## config.mk

```make
export PLATFORM = sky130hd
export DESIGN_NAME = output_delay_tap_control
export DESIGN_NICKNAME = d
export VERILOG_FILES = /design/src/inc/odl_pkg.sv /design/src/core/tap_delay_chain.sv /design/src/core/output_delay_tap_control.sv
export SDC_FILE = /design/constraint.sdc
export NUM_CORES = 1
export LEC_CHECK = 0
export BUFFER_PORTS_ARGS = -buffer_cell sky130_fd_sc_hd__buf_2
export CORE_UTILIZATION = 56
export CTS_CLUSTER_SIZE = 14
export DETAILED_ROUTE_END_ITERATION = 8
export GPL_TIMING_DRIVEN = 0
export PLACE_DENSITY = 0.82
export SLEW_MARGIN = 20
export SYNTH_ARGS = -nofsm -noshare
export SYNTH_HDL_FRONTEND = slang
export SYNTH_SLANG_ARGS = --single-unit
```

## constraint.sdc

```tcl
create_clock -name core_clk_i -period 3 [get_ports core_clk_i]
set_input_delay 0.15 -clock core_clk_i [delete_from_list [all_inputs] [get_ports core_clk_i]]
set_output_delay 0.15 -clock core_clk_i [all_outputs]
set_load 0.01 [all_outputs]
```

## src/inc/odl_pkg.sv

```systemverilog
package odl_pkg;

	// ----------------------------------------------------------------
	// widths and reset values
	// ----------------------------------------------------------------
	localparam int          TAP_W        = 5;
	localparam int          CHAIN_DEPTH  = 32;
	localparam logic [4:0]  TAP_RST      = 5'h00;
	localparam logic [4:0]  TAP_STEP     = 5'h01;
	localparam logic [4:0]  STAGING_RST  = 5'h00;
	localparam logic [4:0]  PRESET_RST   = 5'h00;
	localparam int          INV_IDLE_CYC = 2;

	// ----------------------------------------------------------------
	// register map (word addresses on the plain port)
	// ----------------------------------------------------------------
	localparam int          ADDR_W       = 2;
	localparam logic [1:0]  CFG_ADDR     = 2'h0;
	localparam logic [1:0]  STATUS_ADDR  = 2'h1;

	// config field positions
	localparam int          CFG_MODE_LSB = 0;
	localparam int          CFG_SRC_BIT  = 2;
	localparam int          CFG_PRE_LSB  = 3;
	// status field positions
	localparam int          ST_TAP_LSB   = 0;
	localparam int          ST_STG_LSB   = 8;
	localparam int          ST_INV_BIT   = 16;

	// ----------------------------------------------------------------
	// types
	// ----------------------------------------------------------------
	typedef enum logic [1:0] {
		fixed_mode,
		step_mode,
		load_mode,
		staged_load_mode
	} delay_mode_e;

	typedef enum logic {
		src_output_logic,
		src_forwarded_clock
	} source_e;

	typedef struct packed {
		logic       tap_load;
		logic       step_enable;
		logic       step_up;
		logic       staging_load_enable;
		logic       staging_clear;
		logic [4:0] tap_value;
	} tap_ctrl_s;

	typedef struct packed {
		logic [4:0]  preset_taps;
		source_e     source_select;
		delay_mode_e mode;
	} delay_cfg_s;

	localparam delay_cfg_s CFG_RST = '{
		preset_taps:   PRESET_RST,
		source_select: src_output_logic,
		mode:          fixed_mode
	};

endpackage : odl_pkg

```

## src/core/tap_delay_chain.sv

```systemverilog
`timescale 1ns/1ps
module tap_delay_chain
	import odl_pkg::*;
(
	input  wire logic             core_clk_i,
	input  wire logic             srst_i,
	input  wire logic             source_i,
	input  wire logic [TAP_W-1:0] tap_i,
	output logic                  delayed_o
);

	// ----------------------------------------------------------------
	// sampled stand-in for the analog chain, one stage per tap
	// ----------------------------------------------------------------
	logic [CHAIN_DEPTH-1:0] stage_r;
	wire  logic             tap_pick;

	assign tap_pick = stage_r[tap_i];

	always_ff @(posedge core_clk_i) begin
		if (srst_i) begin
			stage_r   <= '0;
			delayed_o <= 1'b0;
		end else begin
			stage_r   <= {stage_r[CHAIN_DEPTH-2:0], source_i};
			delayed_o <= tap_pick;
		end
	end

endmodule : tap_delay_chain

```

## src/core/output_delay_tap_control.sv

```systemverilog
// Overview of operation
// - five-bit tap position, wraps around
// - controls sampled only on control clock
// - step mode load restores preset taps
// - tap_load active high, clock edge
// - load mode copies tap_value_in
// - staged mode copies staging register
// - staging_load_enable captures tap_value_in
// - staging_clear zeroes staging register
// - clock_invert_ctrl flips control edge
// - tap_value_out always shows position
// - step_enable steps one tap per cycle
// - step_enable low holds the tap
// - stepping starts/stops on next edge
// - 31 wraps to 0, 0 to 31
// - stepping ignored in fixed mode
// - delayed_out carries exactly one source
// - one tap_load updates staged lines together
// - preset_taps 0..31, default zero
// - fixed mode holds preset, never changes
// - load modes start from zero
// - source_select picks data or clock
//
// Added by the designer: the register offsets and the strobed register port.
`timescale 1ns/1ps
module output_delay_tap_control
	import odl_pkg::*;
(
	input  wire logic              core_clk_i,
	input  wire logic              srst_i,
	input  wire logic [ADDR_W-1:0] addr_i,
	input  wire logic [31:0]       wr_data_i,
	input  wire logic              wr_i,
	input  wire logic              rd_i,
	output logic      [31:0]       rd_data_o,
	input  wire logic              tap_load_i,
	input  wire logic              step_enable_i,
	input  wire logic              step_up_i,
	input  wire logic              staging_load_enable_i,
	input  wire logic              staging_clear_i,
	input  wire logic              clock_invert_ctrl_i,
	input  wire logic [TAP_W-1:0]  tap_value_in_i,
	input  wire logic              data_from_output_logic_i,
	input  wire logic              forwarded_clock_in_i,
	output logic      [TAP_W-1:0]  tap_value_out_o,
	output logic                   delayed_out_o
);

	// ----------------------------------------------------------------
	// helpers
	// ----------------------------------------------------------------
	function automatic logic [TAP_W-1:0] start_tap(delay_cfg_s c);
		start_tap = (c.mode == fixed_mode || c.mode == step_mode) ?
			c.preset_taps : TAP_RST;
	endfunction : start_tap

	// ----------------------------------------------------------------
	// state
	// ----------------------------------------------------------------
	delay_cfg_s       cfg_r;
	delay_cfg_s       cfg_nxt;
	tap_ctrl_s        ctl_raw;
	tap_ctrl_s        ctl_late_r;
	tap_ctrl_s        ctl;
	logic [TAP_W-1:0] tap_r;
	logic [TAP_W-1:0] tap_nxt;
	logic [TAP_W-1:0] staging_r;
	logic [TAP_W-1:0] staging_nxt;
	logic             inv_r;
	logic [31:0]      rd_nxt;
	logic             src_r;

	wire logic cfg_wr;
	wire logic var_mode;
	wire logic do_load;
	wire logic do_step;
	wire logic [TAP_W-1:0] load_val;
	wire logic [TAP_W-1:0] step_val;
	wire logic src_nxt;

	// ----------------------------------------------------------------
	// control capture and polarity
	// ----------------------------------------------------------------
	assign ctl_raw = '{
		tap_load:            tap_load_i,
		step_enable:         step_enable_i,
		step_up:             step_up_i,
		staging_load_enable: staging_load_enable_i,
		staging_clear:       staging_clear_i,
		tap_value:           tap_value_in_i
	};

	// inverted edge lands later; modelled as one extra cycle of lag,
	// so inputs near a flip are ambiguous, hence the idle cycles
	assign ctl = inv_r ? ctl_late_r : ctl_raw;

	always_ff @(posedge core_clk_i) begin
		if (srst_i) begin
			ctl_late_r <= '0;
			inv_r      <= 1'b0;
		end else begin
			ctl_late_r <= ctl_raw;
			inv_r      <= clock_invert_ctrl_i;
		end
	end

	// ----------------------------------------------------------------
	// register port
	// ----------------------------------------------------------------
	assign cfg_wr  = wr_i && addr_i == CFG_ADDR;
	assign cfg_nxt = cfg_wr ? delay_cfg_s'(wr_data_i[7:0]) : cfg_r;

	always_comb begin
		rd_nxt = 32'h0000_0000;
		if (rd_i && addr_i == CFG_ADDR)
			rd_nxt[7:0] = cfg_r;
		else if (rd_i && addr_i == STATUS_ADDR) begin
			rd_nxt[ST_TAP_LSB +: TAP_W] = tap_r;
			rd_nxt[ST_STG_LSB +: TAP_W] = staging_r;
			rd_nxt[ST_INV_BIT]          = inv_r;
		end
	end

	always_ff @(posedge core_clk_i) begin
		if (srst_i) begin
			cfg_r     <= CFG_RST;
			rd_data_o <= 32'h0000_0000;
		end else begin
			cfg_r     <= cfg_nxt;
			rd_data_o <= rd_nxt;
		end
	end

	// ----------------------------------------------------------------
	// tap counter
	// ----------------------------------------------------------------
	assign var_mode = cfg_r.mode != fixed_mode;
	assign do_load  = var_mode && ctl.tap_load;
	assign do_step  = var_mode && ctl.step_enable;

	// natural 5-bit overflow gives the wrap both ways
	assign step_val = ctl.step_up ? tap_r + TAP_STEP
	                              : tap_r - TAP_STEP;

	assign load_val = (cfg_r.mode == load_mode)  ? ctl.tap_value
	                : (cfg_r.mode == staged_load_mode) ? staging_r
	                : cfg_r.preset_taps;

	always_comb begin
		if (cfg_wr)
			tap_nxt = start_tap(cfg_nxt);
		else if (!var_mode)
			tap_nxt = cfg_r.preset_taps;
		else if (do_load)
			tap_nxt = load_val;
		else if (do_step)
			tap_nxt = step_val;
		else
			tap_nxt = tap_r;
	end

	// ----------------------------------------------------------------
	// staging register, clear beats capture
	// ----------------------------------------------------------------
	assign staging_nxt = ctl.staging_clear       ? STAGING_RST
	                   : ctl.staging_load_enable ? ctl.tap_value
	                   : staging_r;

	always_ff @(posedge core_clk_i) begin
		if (srst_i) begin
			tap_r           <= TAP_RST;
			staging_r       <= STAGING_RST;
			tap_value_out_o <= TAP_RST;
		end else begin
			tap_r           <= tap_nxt;
			staging_r       <= staging_nxt;
			tap_value_out_o <= tap_nxt;
		end
	end

	// ----------------------------------------------------------------
	// source mux and delay chain
	// ----------------------------------------------------------------
	assign src_nxt = (cfg_r.source_select == src_forwarded_clock) ?
		forwarded_clock_in_i : data_from_output_logic_i;

	always_ff @(posedge core_clk_i) begin
		if (srst_i)
			src_r <= 1'b0;
		else
			src_r <= src_nxt;
	end

	tap_delay_chain u_chain (
		.core_clk_i (core_clk_i),
		.srst_i     (srst_i),
		.source_i   (src_r),
		.tap_i      (tap_r),
		.delayed_o  (delayed_out_o)
	);

	// ----------------------------------------------------------------
	// checks
	// ----------------------------------------------------------------
	property p_step_up;
		@(posedge core_clk_i) disable iff (srst_i)
		(var_mode && !cfg_wr && !ctl.tap_load && ctl.step_enable
			&& ctl.step_up) |=> tap_r == $past(tap_r) + TAP_STEP;
	endproperty
	a_step_up: assert property (p_step_up)
		else $error("tap did not step up by one");

	property p_step_down;
		@(posedge core_clk_i) disable iff (srst_i)
		(var_mode && !cfg_wr && !ctl.tap_load && ctl.step_enable
			&& !ctl.step_up) |=> tap_r == $past(tap_r) - TAP_STEP;
	endproperty
	a_step_down: assert property (p_step_down)
		else $error("tap did not step down by one");

	property p_hold;
		@(posedge core_clk_i) disable iff (srst_i)
		(!cfg_wr && !ctl.tap_load && !ctl.step_enable)
			|=> $stable(tap_r);
	endproperty
	a_hold: assert property (p_hold)
		else $error("tap moved without enable");

	property p_load_direct;
		@(posedge core_clk_i) disable iff (srst_i)
		(cfg_r.mode == load_mode && !cfg_wr && ctl.tap_load)
			|=> tap_r == $past(ctl.tap_value);
	endproperty
	a_load_direct: assert property (p_load_direct)
		else $error("direct load value wrong");

	property p_load_staged;
		@(posedge core_clk_i) disable iff (srst_i)
		(cfg_r.mode == staged_load_mode && !cfg_wr && ctl.tap_load)
			|=> tap_r == $past(staging_r);
	endproperty
	a_load_staged: assert property (p_load_staged)
		else $error("staged load value wrong");

	property p_load_preset;
		@(posedge core_clk_i) disable iff (srst_i)
		(cfg_r.mode == step_mode && !cfg_wr && ctl.tap_load
			&& ctl.step_enable) |=> tap_r == $past(cfg_r.preset_taps);
	endproperty
	a_load_preset: assert property (p_load_preset)
		else $error("preset load lost to stepping");

	property p_fixed;
		@(posedge core_clk_i) disable iff (srst_i)
		(cfg_r.mode == fixed_mode && !cfg_wr)
			|=> tap_r == $past(cfg_r.preset_taps);
	endproperty
	a_fixed: assert property (p_fixed)
		else $error("fixed tap not at preset");

	property p_staging;
		@(posedge core_clk_i) disable iff (srst_i)
		ctl.staging_clear |=> staging_r == STAGING_RST;
	endproperty
	a_staging: assert property (p_staging)
		else $error("staging clear failed");

	property p_staging_cap;
		@(posedge core_clk_i) disable iff (srst_i)
		(!ctl.staging_clear && ctl.staging_load_enable)
			|=> staging_r == $past(ctl.tap_value);
	endproperty
	a_staging_cap: assert property (p_staging_cap)
		else $error("staging capture wrong");

	// cross-checks the status path against the pin path
	property p_out_tracks;
		@(posedge core_clk_i) disable iff (srst_i)
		(rd_i && addr_i == STATUS_ADDR)
			|=> rd_data_o[ST_TAP_LSB +: TAP_W] == $past(tap_value_out_o);
	endproperty
	a_out_tracks: assert property (p_out_tracks)
		else $error("tap_value_out differs from tap");

	// while inverted, the prior cycle's controls must drive the step
	property p_inv_lag;
		@(posedge core_clk_i) disable iff (srst_i)
		(inv_r && var_mode && !cfg_wr && !ctl_late_r.tap_load
			&& ctl_late_r.step_enable && ctl_late_r.step_up)
			|=> tap_r == $past(tap_r) + TAP_STEP;
	endproperty
	a_inv_lag: assert property (p_inv_lag)
		else $error("inverted control edge not applied");

	property p_load_start;
		@(posedge core_clk_i) disable iff (srst_i)
		(cfg_wr && (cfg_nxt.mode == load_mode
			|| cfg_nxt.mode == staged_load_mode)) |=> tap_r == TAP_RST;
	endproperty
	a_load_start: assert property (p_load_start)
		else $error("load mode did not start at zero");

	property p_src_clock;
		@(posedge core_clk_i) disable iff (srst_i)
		cfg_r.source_select == src_forwarded_clock
			|=> src_r == $past(forwarded_clock_in_i);
	endproperty
	a_src_clock: assert property (p_src_clock)
		else $error("forwarded clock not selected");

endmodule : output_delay_tap_control

```

---- Word-level counts from Yosys, hierarchy flattened ----
Index checks and enable logic that the tools add are counted.
storage, ports and cells
  bits of input ports ..................... 51
  output and inout bits ................... 38
  logic and storage cells ................. 56
  register bits ........................... 95
cells by class
  reductions and logical operators ........ 12
  bitwise logic cells ..................... 2
  equal/unequal tests ..................... 5
  $add $sub $neg .......................... 2
  magnitude comparators ................... 1
  multiplexer cells ....................... 15
operators by type and width
  cell                                                                           count
  5-bit two-way mux                                                              10
  10-bit two-way mux                                                             1
  8-bit two-way mux                                                              1
  5-bit by 6-bit less-than comparator with 1-bit output (second input constant)  1
  5-bit by 1-bit adder with 5-bit output (second input constant)                 1
  1-bit binary-select mux with 5-bit select                                      1
  1-bit logical AND                                                              5
  5-bit by 1-bit subtractor with 5-bit output (second input constant)            1
  2-bit by 1-bit == test with 1-bit output (second input constant)               2
  2-bit == test (second input constant)                                          2
  2-bit zero test                                                                2
  4-bit by 2-bit inequality test with 1-bit output (second input constant)       1
  2-bit OR reduction                                                             2
  3-bit OR reduction                                                             1
  1-bit two-way mux                                                              2
  1-bit NOT                                                                      2
  2-bit nonzero test                                                             1
  1-bit logical OR                                                               1

---- Logic depth before layout (Yosys ltp) ----
Gate-level depths: netlist of the first run.
  depth in word-level cells ............... 7
  mapped depth ............................ 9
  gate-level depth less buffers ........... 8

---- Modules after synthesis ----
A second synthesis of the first run with hierarchy kept.
unflattened totals
  cells, all modules ...................... 317
  area, all modules ....................... 3248.1 µm²
modules (own cells, without submodules)
  module                    instances  cells each  sequential area each (µm²)  area each (µm²)
  output_delay_tap_control  1          226         880.8                       2059.5
  tap_delay_chain           1          91          660.6                       1188.6

---- Least setup slack after synthesis of the first run ----
No wires, ideal clock.
  path kind ............................... register to register
  from .................................... register inv_r
  to ...................................... register tap_r[3]
  arrival ................................. 1.849 ns
  required time ........................... 2.859 ns
  path buffers ............................ 1
  slack ................................... 1.010 ns
  period minus slack after synthesis ...... 1.990 ns
  library setup time ...................... 0.141 ns
  cell stages (with the launch flop) ...... 9
  cells stage by stage .................... dfxtp_1 > buf_6 > mux2i_4 > ha_1 > a21o_1 > a21oi_1 > xnor2_1 > o311ai_0 > a311oi_1
on the way
  longest elaborated chain between the ends .. 6
  elaborated cells on any way between the ends .. 10
  those cells by class .................... eq/ne: 1; mux: 7; reduce/logical: 2
ends and longest elaborated chain
  element                 RTL line                         RTL
  from (decl)             output_delay_tap_control.sv:69   logic inv_r;
  from (signal assigned)  output_delay_tap_control.sv:103  inv_r <= clock_invert_ctrl_i;
  10-bit two-way mux *    output_delay_tap_control.sv:95   assign ctl = inv_r ? ctl_late_r : ctl_raw;
  5-bit two-way mux       output_delay_tap_control.sv:142  assign step_val = ctl.step_up ? tap_r + TAP_STEP
  5-bit two-way mux       output_delay_tap_control.sv:156  else if (do_step)
  5-bit two-way mux       output_delay_tap_control.sv:154  else if (do_load)
  5-bit two-way mux       output_delay_tap_control.sv:152  else if (!var_mode)
  5-bit two-way mux       output_delay_tap_control.sv:150  if (cfg_wr)
  to (signal assigned)    output_delay_tap_control.sv:175  tap_r <= tap_nxt;
  to (decl)               output_delay_tap_control.sv:65   logic [TAP_W-1:0] tap_r;
Mark *: on every way between the ends. The rest lies on a longest branch, timed or not. The select of a mux whose other input is x is not followed.
A chain may end at the register's enable or synchronous reset.

---- Worst setup path in the final report of the first run ----
Same ends and word-level chain as after synthesis.

==> results of run 1 <==
critical path, stage by stage, from the launching register on:
cell and delay, ns:
dfxtp_1 0.42, buf_6 0.19, mux2i_4 0.32, ha_1 0.28, a21o_1 0.18, a21oi_1 0.18, xnor2_1 0.09, o311ai_0 0.35
a311oi_1 0.14
synthesized netlist by cell type, drive strengths merged, types with 3 or more instances:
| master | instances | area (um^2) |
|---|---|---|
| buf | 24 | 184 |
| nand3b | 6 | 45.0 |
| nor2b | 46 | 288 |
| nor2 | 18 | 67.6 |
| clkbuf | 10 | 37.5 |
| a211oi | 5 | 37.5 |
| mux2 | 5 | 60.1 |
| mux2i | 11 | 123 |
| mux4 | 7 | 158 |
| a21o | 3 | 22.5 |
| a311oi | 4 | 35.0 |
| xnor2 | 3 | 26.3 |
| inv | 5 | 18.8 |
| a21oi | 13 | 65.1 |
| o21ai | 3 | 15.0 |
| ha | 3 | 37.5 |
| o311ai | 3 | 33.8 |
| nand2 | 25 | 93.8 |
| o211ai | 5 | 37.5 |
| a22o | 5 | 43.8 |
| and2 | 10 | 65.1 |
| dfxtp | 77 | 1540 |
layer usage:
layer | up-vias | GRT usage | part of all wire
met5 | - | 0 | 0
li1 | 1193 | - | -
met1 | 1072 | 0.304 | 0.45
met4 | 0 | 0.100 | 0.018
met2 | 84 | 0.372 | 0.46
met3 | 10 | 0.0635 | 0.074
per-stage QoR:
| step | util | instances | setup WS (ns) |
|---|---|---|---|
| 3_5_place_dp | 0.654 | 450 | 0.771 |
| 3_3_place_gp | 0.653 | 450 | 0.798 |
| 5_1_grt | 0.680 | 464 | 0.539 |
| 6_report | 0.680 | 464 | 0.735 |
| 2_1_floorplan | - | 332 | 1.01 |
| 4_1_cts | 0.680 | 464 | 0.751 |
worst min path at each step:
stage	startpoint	to	slack, ns	cells after the start
floorplan	tap_value_in_i[0]	ctl_late_r[0]	0.28	1
global placement	clock_invert_ctrl_i	inv_r	0.36	2
detailed placement	clock_invert_ctrl_i	inv_r	0.37	2
CTS	clock_invert_ctrl_i	inv_r	0.008	2
global route	clock_invert_ctrl_i	inv_r	0.02	2
finish	clock_invert_ctrl_i	inv_r	0.02	2
layout make-up:
class                   instances  area (um^2)  share of cell area
plain buffers                  34          221              0.0587
clock buffers                  11          131              0.0348
clock inverters                 3         15.0             0.00398
inverters                       5         18.8             0.00498
multi-input cells             216         1520               0.404
flip-flops and latches         77         1540               0.409
well taps                      72         90.1              0.0239
repair buffers                 46          230              0.0611
power by group through the flow:
stage	combinational, mW	clock [mW]	sequential (mW)
2_1_floorplan	0.160	0	1.09
3_3_place_gp	0.221	0	1.09
3_5_place_dp	0.225	0	1.09
4_1_cts	0.228	0.637	1.07
5_1_grt	0.252	0.676	1.07
6_report	0.229	0.626	1.07
cells by family (layout without fill, tap and decap cells):
kind of cell / after synthesis / after routing / synth area share
flip-flops: 77 / 77 / 0.477
AND/OR/NAND/NOR: 117 / 117 / 0.201
other: 1 / 18 / 0.00116
AO/OA/AOI/OAI: 51 / 51 / 0.116
XOR/XNOR: 3 / 3 / 0.00813
buffers and inverters: 39 / 99 / 0.0743
multiplexers: 23 / 23 / 0.105
adder cells (fa/ha/maj): 4 / 4 / 0.0178
flip-flops by register name, summed over array words and instances (netlist names), named ones only:
name,flops
u_chain.stage_r,32
rd_data_o,14
ctl_late_r,10
cfg_r,6
staging_r,5
tap_r,5
inv_r,1
src_r,1
u_chain.delayed_o,1
==> run_summary.xml, run 1 <==
<?xml version="1.0" encoding="UTF-8"?>
<metrics>
  <group name="outcome">
    <metric name="run_status" unit="">completed</metric>
  </group>
  <group name="timing">
    <metric name="timing.final.max_slew_violations" unit="">0</metric>
    <metric name="maxSlewHeadroom" unit="">0.457</metric>
    <metric name="hold_violations" unit="">0</metric>
    <metric name="timing.hold.ws" unit="ns">0.0182</metric>
    <metric name="finalCriticalPeriod" unit="ns">2.27</metric>
    <metric name="transition_at_the_pin_with_the_smallest_max_transition_slack" unit="ns">0.813</metric>
    <metric name="rsz_0062_raised_after_global_routing" unit="">no</metric>
    <metric name="finalSetupTns" unit="ns">0</metric>
    <metric name="achievable-frequency" unit="MHz">441</metric>
    <metric name="period_share" unit="">0.755</metric>
    <metric name="setup_viol" unit="">0</metric>
    <metric name="clock_skew" unit="ns">0.00826</metric>
  </group>
  <group name="clock_network">
    <metric name="cts_setup_buffers" unit="">0</metric>
    <metric name="path_clk_slew" unit="ns">0.07</metric>
    <metric name="post_cts.resized_instances" unit="">0</metric>
    <metric name="root_buf_cell" unit="">clkbuf_8</metric>
    <metric name="holdBufCountCts" unit="">0</metric>
    <metric name="worstSkewPairLatency" unit="ns">0.34</metric>
    <metric name="cts.sinks" unit="">77</metric>
    <metric name="tritoncts.num_buffers" unit="">9</metric>
    <metric name="clock_tree_buffer_depth" unit="">2</metric>
    <metric name="cts_tree" unit="">yes</metric>
    <metric name="htree_levels" unit="">3</metric>
  </group>
  <group name="setup_path">
    <metric name="r2r_slack" unit="ns">0.73</metric>
    <metric name="worstSetupEndpointType" unit="">register</metric>
    <metric name="path_max_fanout" unit="">10</metric>
    <metric name="worst_setup_path_startpoint" unit="">inv_r</metric>
    <metric name="timing.critical_path.required" unit="ns">3.21</metric>
    <metric name="worstSetupEndpoint" unit="">tap_r[3]</metric>
    <metric name="r2r_cells" unit="">8</metric>
    <metric name="worstSetupPathType" unit="">reg2reg</metric>
    <metric name="start_kind" unit="">register</metric>
    <metric name="critical_path.reg2reg.startpoint" unit="">inv_r</metric>
    <metric name="worst_ep_arrival_time" unit="ns">2.47</metric>
    <metric name="regToRegEndpoint" unit="">tap_r[3]</metric>
  </group>
  <group name="worst_hold_path">
    <metric name="min_path_type" unit="">in2reg</metric>
  </group>
  <group name="logic_synthesis">
    <metric name="synth_enable_flop_cells" unit="">0</metric>
    <metric name="sequential_share_of_the_synthesized_area" unit="">0.477</metric>
    <metric name="synthArstFlopShare" unit="">0</metric>
    <metric name="synth_warnings" unit="">0</metric>
    <metric name="per_instance_average_area_after_synthesis" unit="um^2">10.3</metric>
    <metric name="synth_cell_type_count" unit="">48</metric>
    <metric name="synth_seq_cells" unit="">77</metric>
    <metric name="synthesis.instances" unit="">315</metric>
    <metric name="synth_area" unit="um^2">3230</metric>
    <metric name="postSynth.topFlopCell" unit="">dfxtp_1</metric>
  </group>
  <group name="floorplan">
    <metric name="die_x" unit="um">78.0</metric>
    <metric name="num_rows" unit="">27</metric>
    <metric name="floorplan.die.height" unit="um">78.0</metric>
    <metric name="pin_count" unit="">89</metric>
    <metric name="initial_utilization" unit="">0.584</metric>
    <metric name="fp.coreArea" unit="um^2">5540</metric>
    <metric name="dieArea" unit="um^2">6080</metric>
  </group>
  <group name="detailed_routing">
    <metric name="routed_via_density" unit="">5.08</metric>
    <metric name="wire_per_inst" unit="um">14.1</metric>
    <metric name="dr_total_vias" unit="">2359</metric>
    <metric name="detail_route.first_pass.iterations" unit="">4</metric>
    <metric name="drt_iter0_markers" unit="">175</metric>
    <metric name="postRouteWirelength" unit="um">6540</metric>
    <metric name="ant_nets" unit="">0</metric>
    <metric name="detail_route.drc_violations" unit="">0</metric>
  </group>
  <group name="power_and_ir_drop">
    <metric name="switching_share" unit="">0.251</metric>
    <metric name="vdd_ir_drop_max" unit="mV">0.378</metric>
    <metric name="power.density_cell_area" unit="nW/um^2">510</metric>
    <metric name="power.share.sequential" unit="">0.556</metric>
    <metric name="combinationalPowerShare" unit="">0.119</metric>
    <metric name="fin_total_pwr" unit="mW">1.92</metric>
    <metric name="power.switching" unit="mW">0.483</metric>
    <metric name="leakagePower" unit="nW">1.59</metric>
    <metric name="share_clk_of_total_power" unit="">0.326</metric>
    <metric name="p_int" unit="mW">1.44</metric>
  </group>
  <group name="global_routing">
    <metric name="antenna_found_initial" unit="">0</metric>
    <metric name="wire_length_of_the_first_global_routing_pass" unit="um">10800</metric>
    <metric name="grt-ovfl-total" unit="">0</metric>
    <metric name="via_count_of_the_first_global_routing_pass" unit="">2353</metric>
    <metric name="maximum_number_of_pins_on_one_net_before_global_route_repair" unit="">12</metric>
    <metric name="groute.usage.overall" unit="">0.236</metric>
  </group>
  <group name="place">
    <metric name="detailedPlacementHpwl" unit="um">4670</metric>
    <metric name="place.gp.congestion" unit="">0.858</metric>
    <metric name="io_buffers" unit="">46</metric>
    <metric name="dpl_cell_area" unit="um^2">3620</metric>
  </group>
  <group name="layout">
    <metric name="final_common_cell" unit="">dfxtp_1</metric>
    <metric name="layout-drive-gt1-share" unit="">0.255</metric>
    <metric name="antenna_cells" unit="">0</metric>
    <metric name="layout.cells.most_common_list" unit="">dfxtp_1, buf_2, nor2b_1</metric>
    <metric name="area.growth.synth_to_final" unit="%">16.6</metric>
    <metric name="nNetsFinal" unit="">444</metric>
    <metric name="final_area" unit="um^2">3770</metric>
    <metric name="fillerInstances" unit="">449</metric>
  </group>
  <group name="run">
    <metric name="max_cap_violations" unit="">0</metric>
  </group>
</metrics>
Note: power is estimated with default switching activity, not from simulation.
==> inputs of run 2 (changes only) <==
--- a/config.mk
+++ b/config.mk
@@ -5,12 +5,13 @@
 export SDC_FILE = /design/constraint.sdc
 export NUM_CORES = 1
 export LEC_CHECK = 0
+export ABC_AREA = 1
 export BUFFER_PORTS_ARGS = -buffer_cell sky130_fd_sc_hd__buf_2
-export CORE_UTILIZATION = 56
+export CORE_UTILIZATION = 47
 export CTS_CLUSTER_SIZE = 14
 export DETAILED_ROUTE_END_ITERATION = 8
 export GPL_TIMING_DRIVEN = 0
-export PLACE_DENSITY = 0.82
+export PLACE_DENSITY = 0.73
 export SLEW_MARGIN = 20
 export SYNTH_ARGS = -nofsm -noshare
 export SYNTH_HDL_FRONTEND = slang
==> constraint.sdc (replaced) <==
create_clock -name core_clk_i -period 2 [get_ports core_clk_i]
set_input_delay 0.1 -clock core_clk_i [delete_from_list [all_inputs] [get_ports core_clk_i]]
set_output_delay 0.1 -clock core_clk_i [all_outputs]
set_load 0.01 [all_outputs]
==> run 2 against run 1 <==
  * Final area rose by 8.2%
  * Combinational power rose by 93%
  * Sequential cell count did not move
  * Final cell count rose by 33%
  * Worst setup slack got worse by 0.62 ns
  * Maximum frequency rose by 20%
  * Area after synthesis rose by 1.1%
  * Non-clock buffer count rose by 8
  * Clock skew rose by 0.00087 ns
  * First-iteration DRC count rose by 31%
  * Global-route usage fell by 3.6 points
  * Largest power group unchanged
==> run_summary.xml, run 2 <==
<?xml version="1.0" encoding="UTF-8"?>
<metrics>
  <group name="timing">
    <metric name="period_share" unit="">0.941</metric>
    <metric name="setup_viol" unit="">0</metric>
    <metric name="achievable-frequency" unit="MHz">531</metric>
    <metric name="rsz_0062_raised_after_global_routing" unit="">no</metric>
    <metric name="hold_violations" unit="">0</metric>
    <metric name="clock_skew" unit="ns">0.00913</metric>
    <metric name="finalSetupTns" unit="ns">0</metric>
    <metric name="timing.final.max_slew_violations" unit="">0</metric>
    <metric name="finalCriticalPeriod" unit="ns">1.88</metric>
  </group>
  <group name="setup_path">
    <metric name="worst_ep_arrival_time" unit="ns">2.16</metric>
    <metric name="path_depth" unit="">10</metric>
    <metric name="start_kind" unit="">register</metric>
    <metric name="r2r_cells" unit="">10</metric>
    <metric name="regToRegEndpoint" unit="">tap_r[4]</metric>
    <metric name="critical_path.reg2reg.startpoint" unit="">tap_r[1]</metric>
    <metric name="worstSetupPathType" unit="">reg2reg</metric>
    <metric name="critPathMaxStageDelay" unit="ns">0.45</metric>
    <metric name="critical_path.most_common_cell" unit="">nand3_1</metric>
    <metric name="worst_path_dominant_cell_family" unit="">buffers and inverters</metric>
    <metric name="timing.critical_path.required" unit="ns">2.28</metric>
    <metric name="cp_num_buf_inv" unit="">3</metric>
    <metric name="worstSetupEndpointType" unit="">register</metric>
    <metric name="r2r_slack" unit="ns">0.12</metric>
    <metric name="worstSetupEndpoint" unit="">tap_r[4]</metric>
    <metric name="worstPathCellList" unit="">clkbuf_4, inv_2, fa_1, inv_1, nand3_1, nand2_1, nand3_1, nand3_1, nand2_1, a21oi_1</metric>
    <metric name="timing.critical_path.slowest_stage_cell" unit="">fa_1</metric>
    <metric name="worst_setup_path_startpoint" unit="">tap_r[1]</metric>
    <metric name="path_max_fanout" unit="">10</metric>
  </group>
  <group name="global_routing">
    <metric name="maximum_number_of_pins_on_one_net_before_global_route_repair" unit="">14</metric>
    <metric name="antenna_found_initial" unit="">0</metric>
    <metric name="wire_length_of_the_first_global_routing_pass" unit="um">11500</metric>
    <metric name="groute.usage.overall" unit="">0.199</metric>
    <metric name="via_count_of_the_first_global_routing_pass" unit="">2615</metric>
    <metric name="grt-ovfl-total" unit="">0</metric>
  </group>
  <group name="worst_hold_path">
    <metric name="min_path_type" unit="">in2reg</metric>
  </group>
  <group name="floorplan">
    <metric name="floorplan.die.height" unit="um">85.4</metric>
    <metric name="dieArea" unit="um^2">7290</metric>
    <metric name="initial_utilization" unit="">0.484</metric>
    <metric name="fp.coreArea" unit="um^2">6760</metric>
    <metric name="pin_count" unit="">89</metric>
    <metric name="die_x" unit="um">85.4</metric>
    <metric name="num_rows" unit="">30</metric>
  </group>
  <group name="layout">
    <metric name="layout.core_utilization" unit="">0.604</metric>
    <metric name="number_of_flip_flops_in_the_largest_register" unit="">32</metric>
    <metric name="nNetsFinal" unit="">587</metric>
    <metric name="biggestRegsByFlops" unit="">u_chain.stage_r x32, rd_data_o x14, ctl_late_r x10</metric>
    <metric name="max_flop_register" unit="">u_chain.stage_r</metric>
    <metric name="antenna_cells" unit="">0</metric>
    <metric name="area.growth.synth_to_final" unit="%">24.8</metric>
    <metric name="layout-drive-gt1-share" unit="">0.203</metric>
    <metric name="final_area" unit="um^2">4080</metric>
    <metric name="layout.cells.most_common_list" unit="">nand2_1, nor2_1, dfxtp_1</metric>
  </group>
  <group name="clock_network">
    <metric name="tritoncts.num_buffers" unit="">9</metric>
    <metric name="cts_setup_buffers" unit="">0</metric>
    <metric name="cts_tree" unit="">yes</metric>
    <metric name="htree_levels" unit="">3</metric>
    <metric name="root_buf_cell" unit="">clkbuf_8</metric>
    <metric name="cts.sinks" unit="">77</metric>
    <metric name="clock_tree_buffer_depth" unit="">2</metric>
    <metric name="worstSkewPairLatency" unit="ns">0.35</metric>
    <metric name="path_clk_slew" unit="ns">0.08</metric>
  </group>
  <group name="detailed_routing">
    <metric name="dr_total_vias" unit="">2880</metric>
    <metric name="detail_route.drc_violations" unit="">0</metric>
    <metric name="routed_via_density" unit="">4.68</metric>
    <metric name="detail_route.first_pass.iterations" unit="">4</metric>
    <metric name="postRouteWirelength" unit="um">7180</metric>
    <metric name="wire_per_inst" unit="um">11.7</metric>
    <metric name="ant_nets" unit="">0</metric>
    <metric name="drt_iter0_markers" unit="">230</metric>
  </group>
  <group name="logic_synthesis">
    <metric name="synth_enable_flop_cells" unit="">0</metric>
    <metric name="postSynth.topFlopCell" unit="">dfxtp_1</metric>
    <metric name="sequential_share_of_the_synthesized_area" unit="">0.471</metric>
    <metric name="synthArstFlopShare" unit="">0</metric>
    <metric name="synth_area" unit="um^2">3270</metric>
    <metric name="synth.top_cells.by_area" unit="">dfxtp_1, nand2_1, nor2_1, inv_1, nand3_1</metric>
    <metric name="synth_seq_cells" unit="">77</metric>
    <metric name="synth_largest_area_cell" unit="">dfxtp_1</metric>
    <metric name="synth_warnings" unit="">0</metric>
    <metric name="synth_top_area_frac" unit="">0.471</metric>
    <metric name="synth.top_cells.by_count" unit="">dfxtp_1, nand2_1, nor2_1</metric>
    <metric name="synthesis.instances" unit="">446</metric>
    <metric name="synth_cell_type_count" unit="">31</metric>
    <metric name="per_instance_average_area_after_synthesis" unit="um^2">7.33</metric>
    <metric name="synthMostInstantiatedCell" unit="">dfxtp_1</metric>
  </group>
  <group name="run">
    <metric name="max_cap_violations" unit="">0</metric>
  </group>
  <group name="place">
    <metric name="detailedPlacementHpwl" unit="um">5060</metric>
    <metric name="io_buffers" unit="">46</metric>
    <metric name="dpl_cell_area" unit="um^2">3660</metric>
    <metric name="place.gp.congestion" unit="">0.850</metric>
  </group>
  <group name="outcome">
    <metric name="run_status" unit="">completed</metric>
  </group>
  <group name="power_and_ir_drop">
    <metric name="leakagePower" unit="nW">1.83</metric>
    <metric name="power.density_cell_area" unit="nW/um^2">873</metric>
    <metric name="vdd_ir_drop_max" unit="mV">0.335</metric>
    <metric name="fin_total_pwr" unit="mW">3.56</metric>
  </group>
</metrics>
==> run 2: cell count changes in the layout (fill, tap and decap cells not counted), sizes merged, moves of 10 or more <==
| cell | delta |
|---|---|
| inv | +70 |
| nor2 | +60 |
| nand2 | +53 |
| nor2b | -46 |
| nand3 | +32 |
| o21ai | +23 |
| a21oi | +13 |
| dlygate4sd3 | +12 |
| mux2i | -11 |
| and2 | -10 |
| o22ai | +10 |
==> run 2: how the worst min path moves through the flow <==
stage,start,slack [ns],endpoint,cells past startpoint
after floorplan,step_up_i,0.21,ctl_late_r[7],2
after global placement,tap_value_in_i[2],0.31,ctl_late_r[2],3
after detailed placement,clock_invert_ctrl_i,0.30,inv_r,3
after CTS,data_from_output_logic_i,0.0007,src_r,3
after global routing,data_from_output_logic_i,0.03,src_r,3
final,data_from_output_logic_i,0.0005,src_r,3
==> run 2: cell families after synthesis <==
kind of cell,synth area share
and+or+nand+nor,0.250
buffers and inverters,0.147
DFF,0.471
AOI/OAI and AO/OA,0.109
adders and majority gates,0.0176
xor gates and xnor gates,0.00268
other,0.00115
==> run 2: area by class of cell <==
class / count / area, um^2
repair buffers: 58 / 350
clock inverters: 6 / 136
clock buffers: 9 / 124
inverters: 75 / 287
flip-flops and latches: 77 / 1540
well taps: 80 / 100
multi-input cells: 281 / 1340
plain buffers: 30 / 198
fillers: 617 / 2680
==> run 2: stage by stage <==
| step | setup WS [ns] | std cells | hold WS [ns] |
|---|---|---|---|
| global route | 0.00630 | 616 | 0.0315 |
| detailed placement | 0.111 | 589 | 0.305 |
| CTS | 0.0959 | 616 | 0.000729 |
| finish | 0.117 | 616 | 0.000483 |
| floorplan | 0.348 | 463 | 0.207 |
| global placement | 0.148 | 589 | 0.310 |
==> run 2: worst reg2reg max path: stages (launching register included) <==
cell      delay [ns]
dfxtp_1         0.40
clkbuf_4        0.26
inv_2           0.14
fa_1            0.45
inv_1           0.07
nand3_1         0.09
nand2_1         0.08
nand3_1         0.06
nand3_1         0.10
nand2_1         0.06
a21oi_1         0.11
==> run 2: layer usage <==
layer	global-route usage	share of wire
met5	0	0
met2	0.316	0.46
met1	0.267	0.48
met4	0.0697	0.0088
met3	0.0457	0.056
==> run 2: power breakdown <==
part	switching (mW)	leakage (nW)	internal (mW)
clock	0.558	0.126	0.950
combinational	0.262	1.08	0.181
sequential	0.0369	0.626	1.58
==> run 2: what timing repair did <==
item | 4_1_cts | 5_1_grt
gates resized for setup | 0 | 6
hold endpoints to repair | 12 | 0
hold buffers | 12 | 0
setup endpoints to repair | 0 | 3
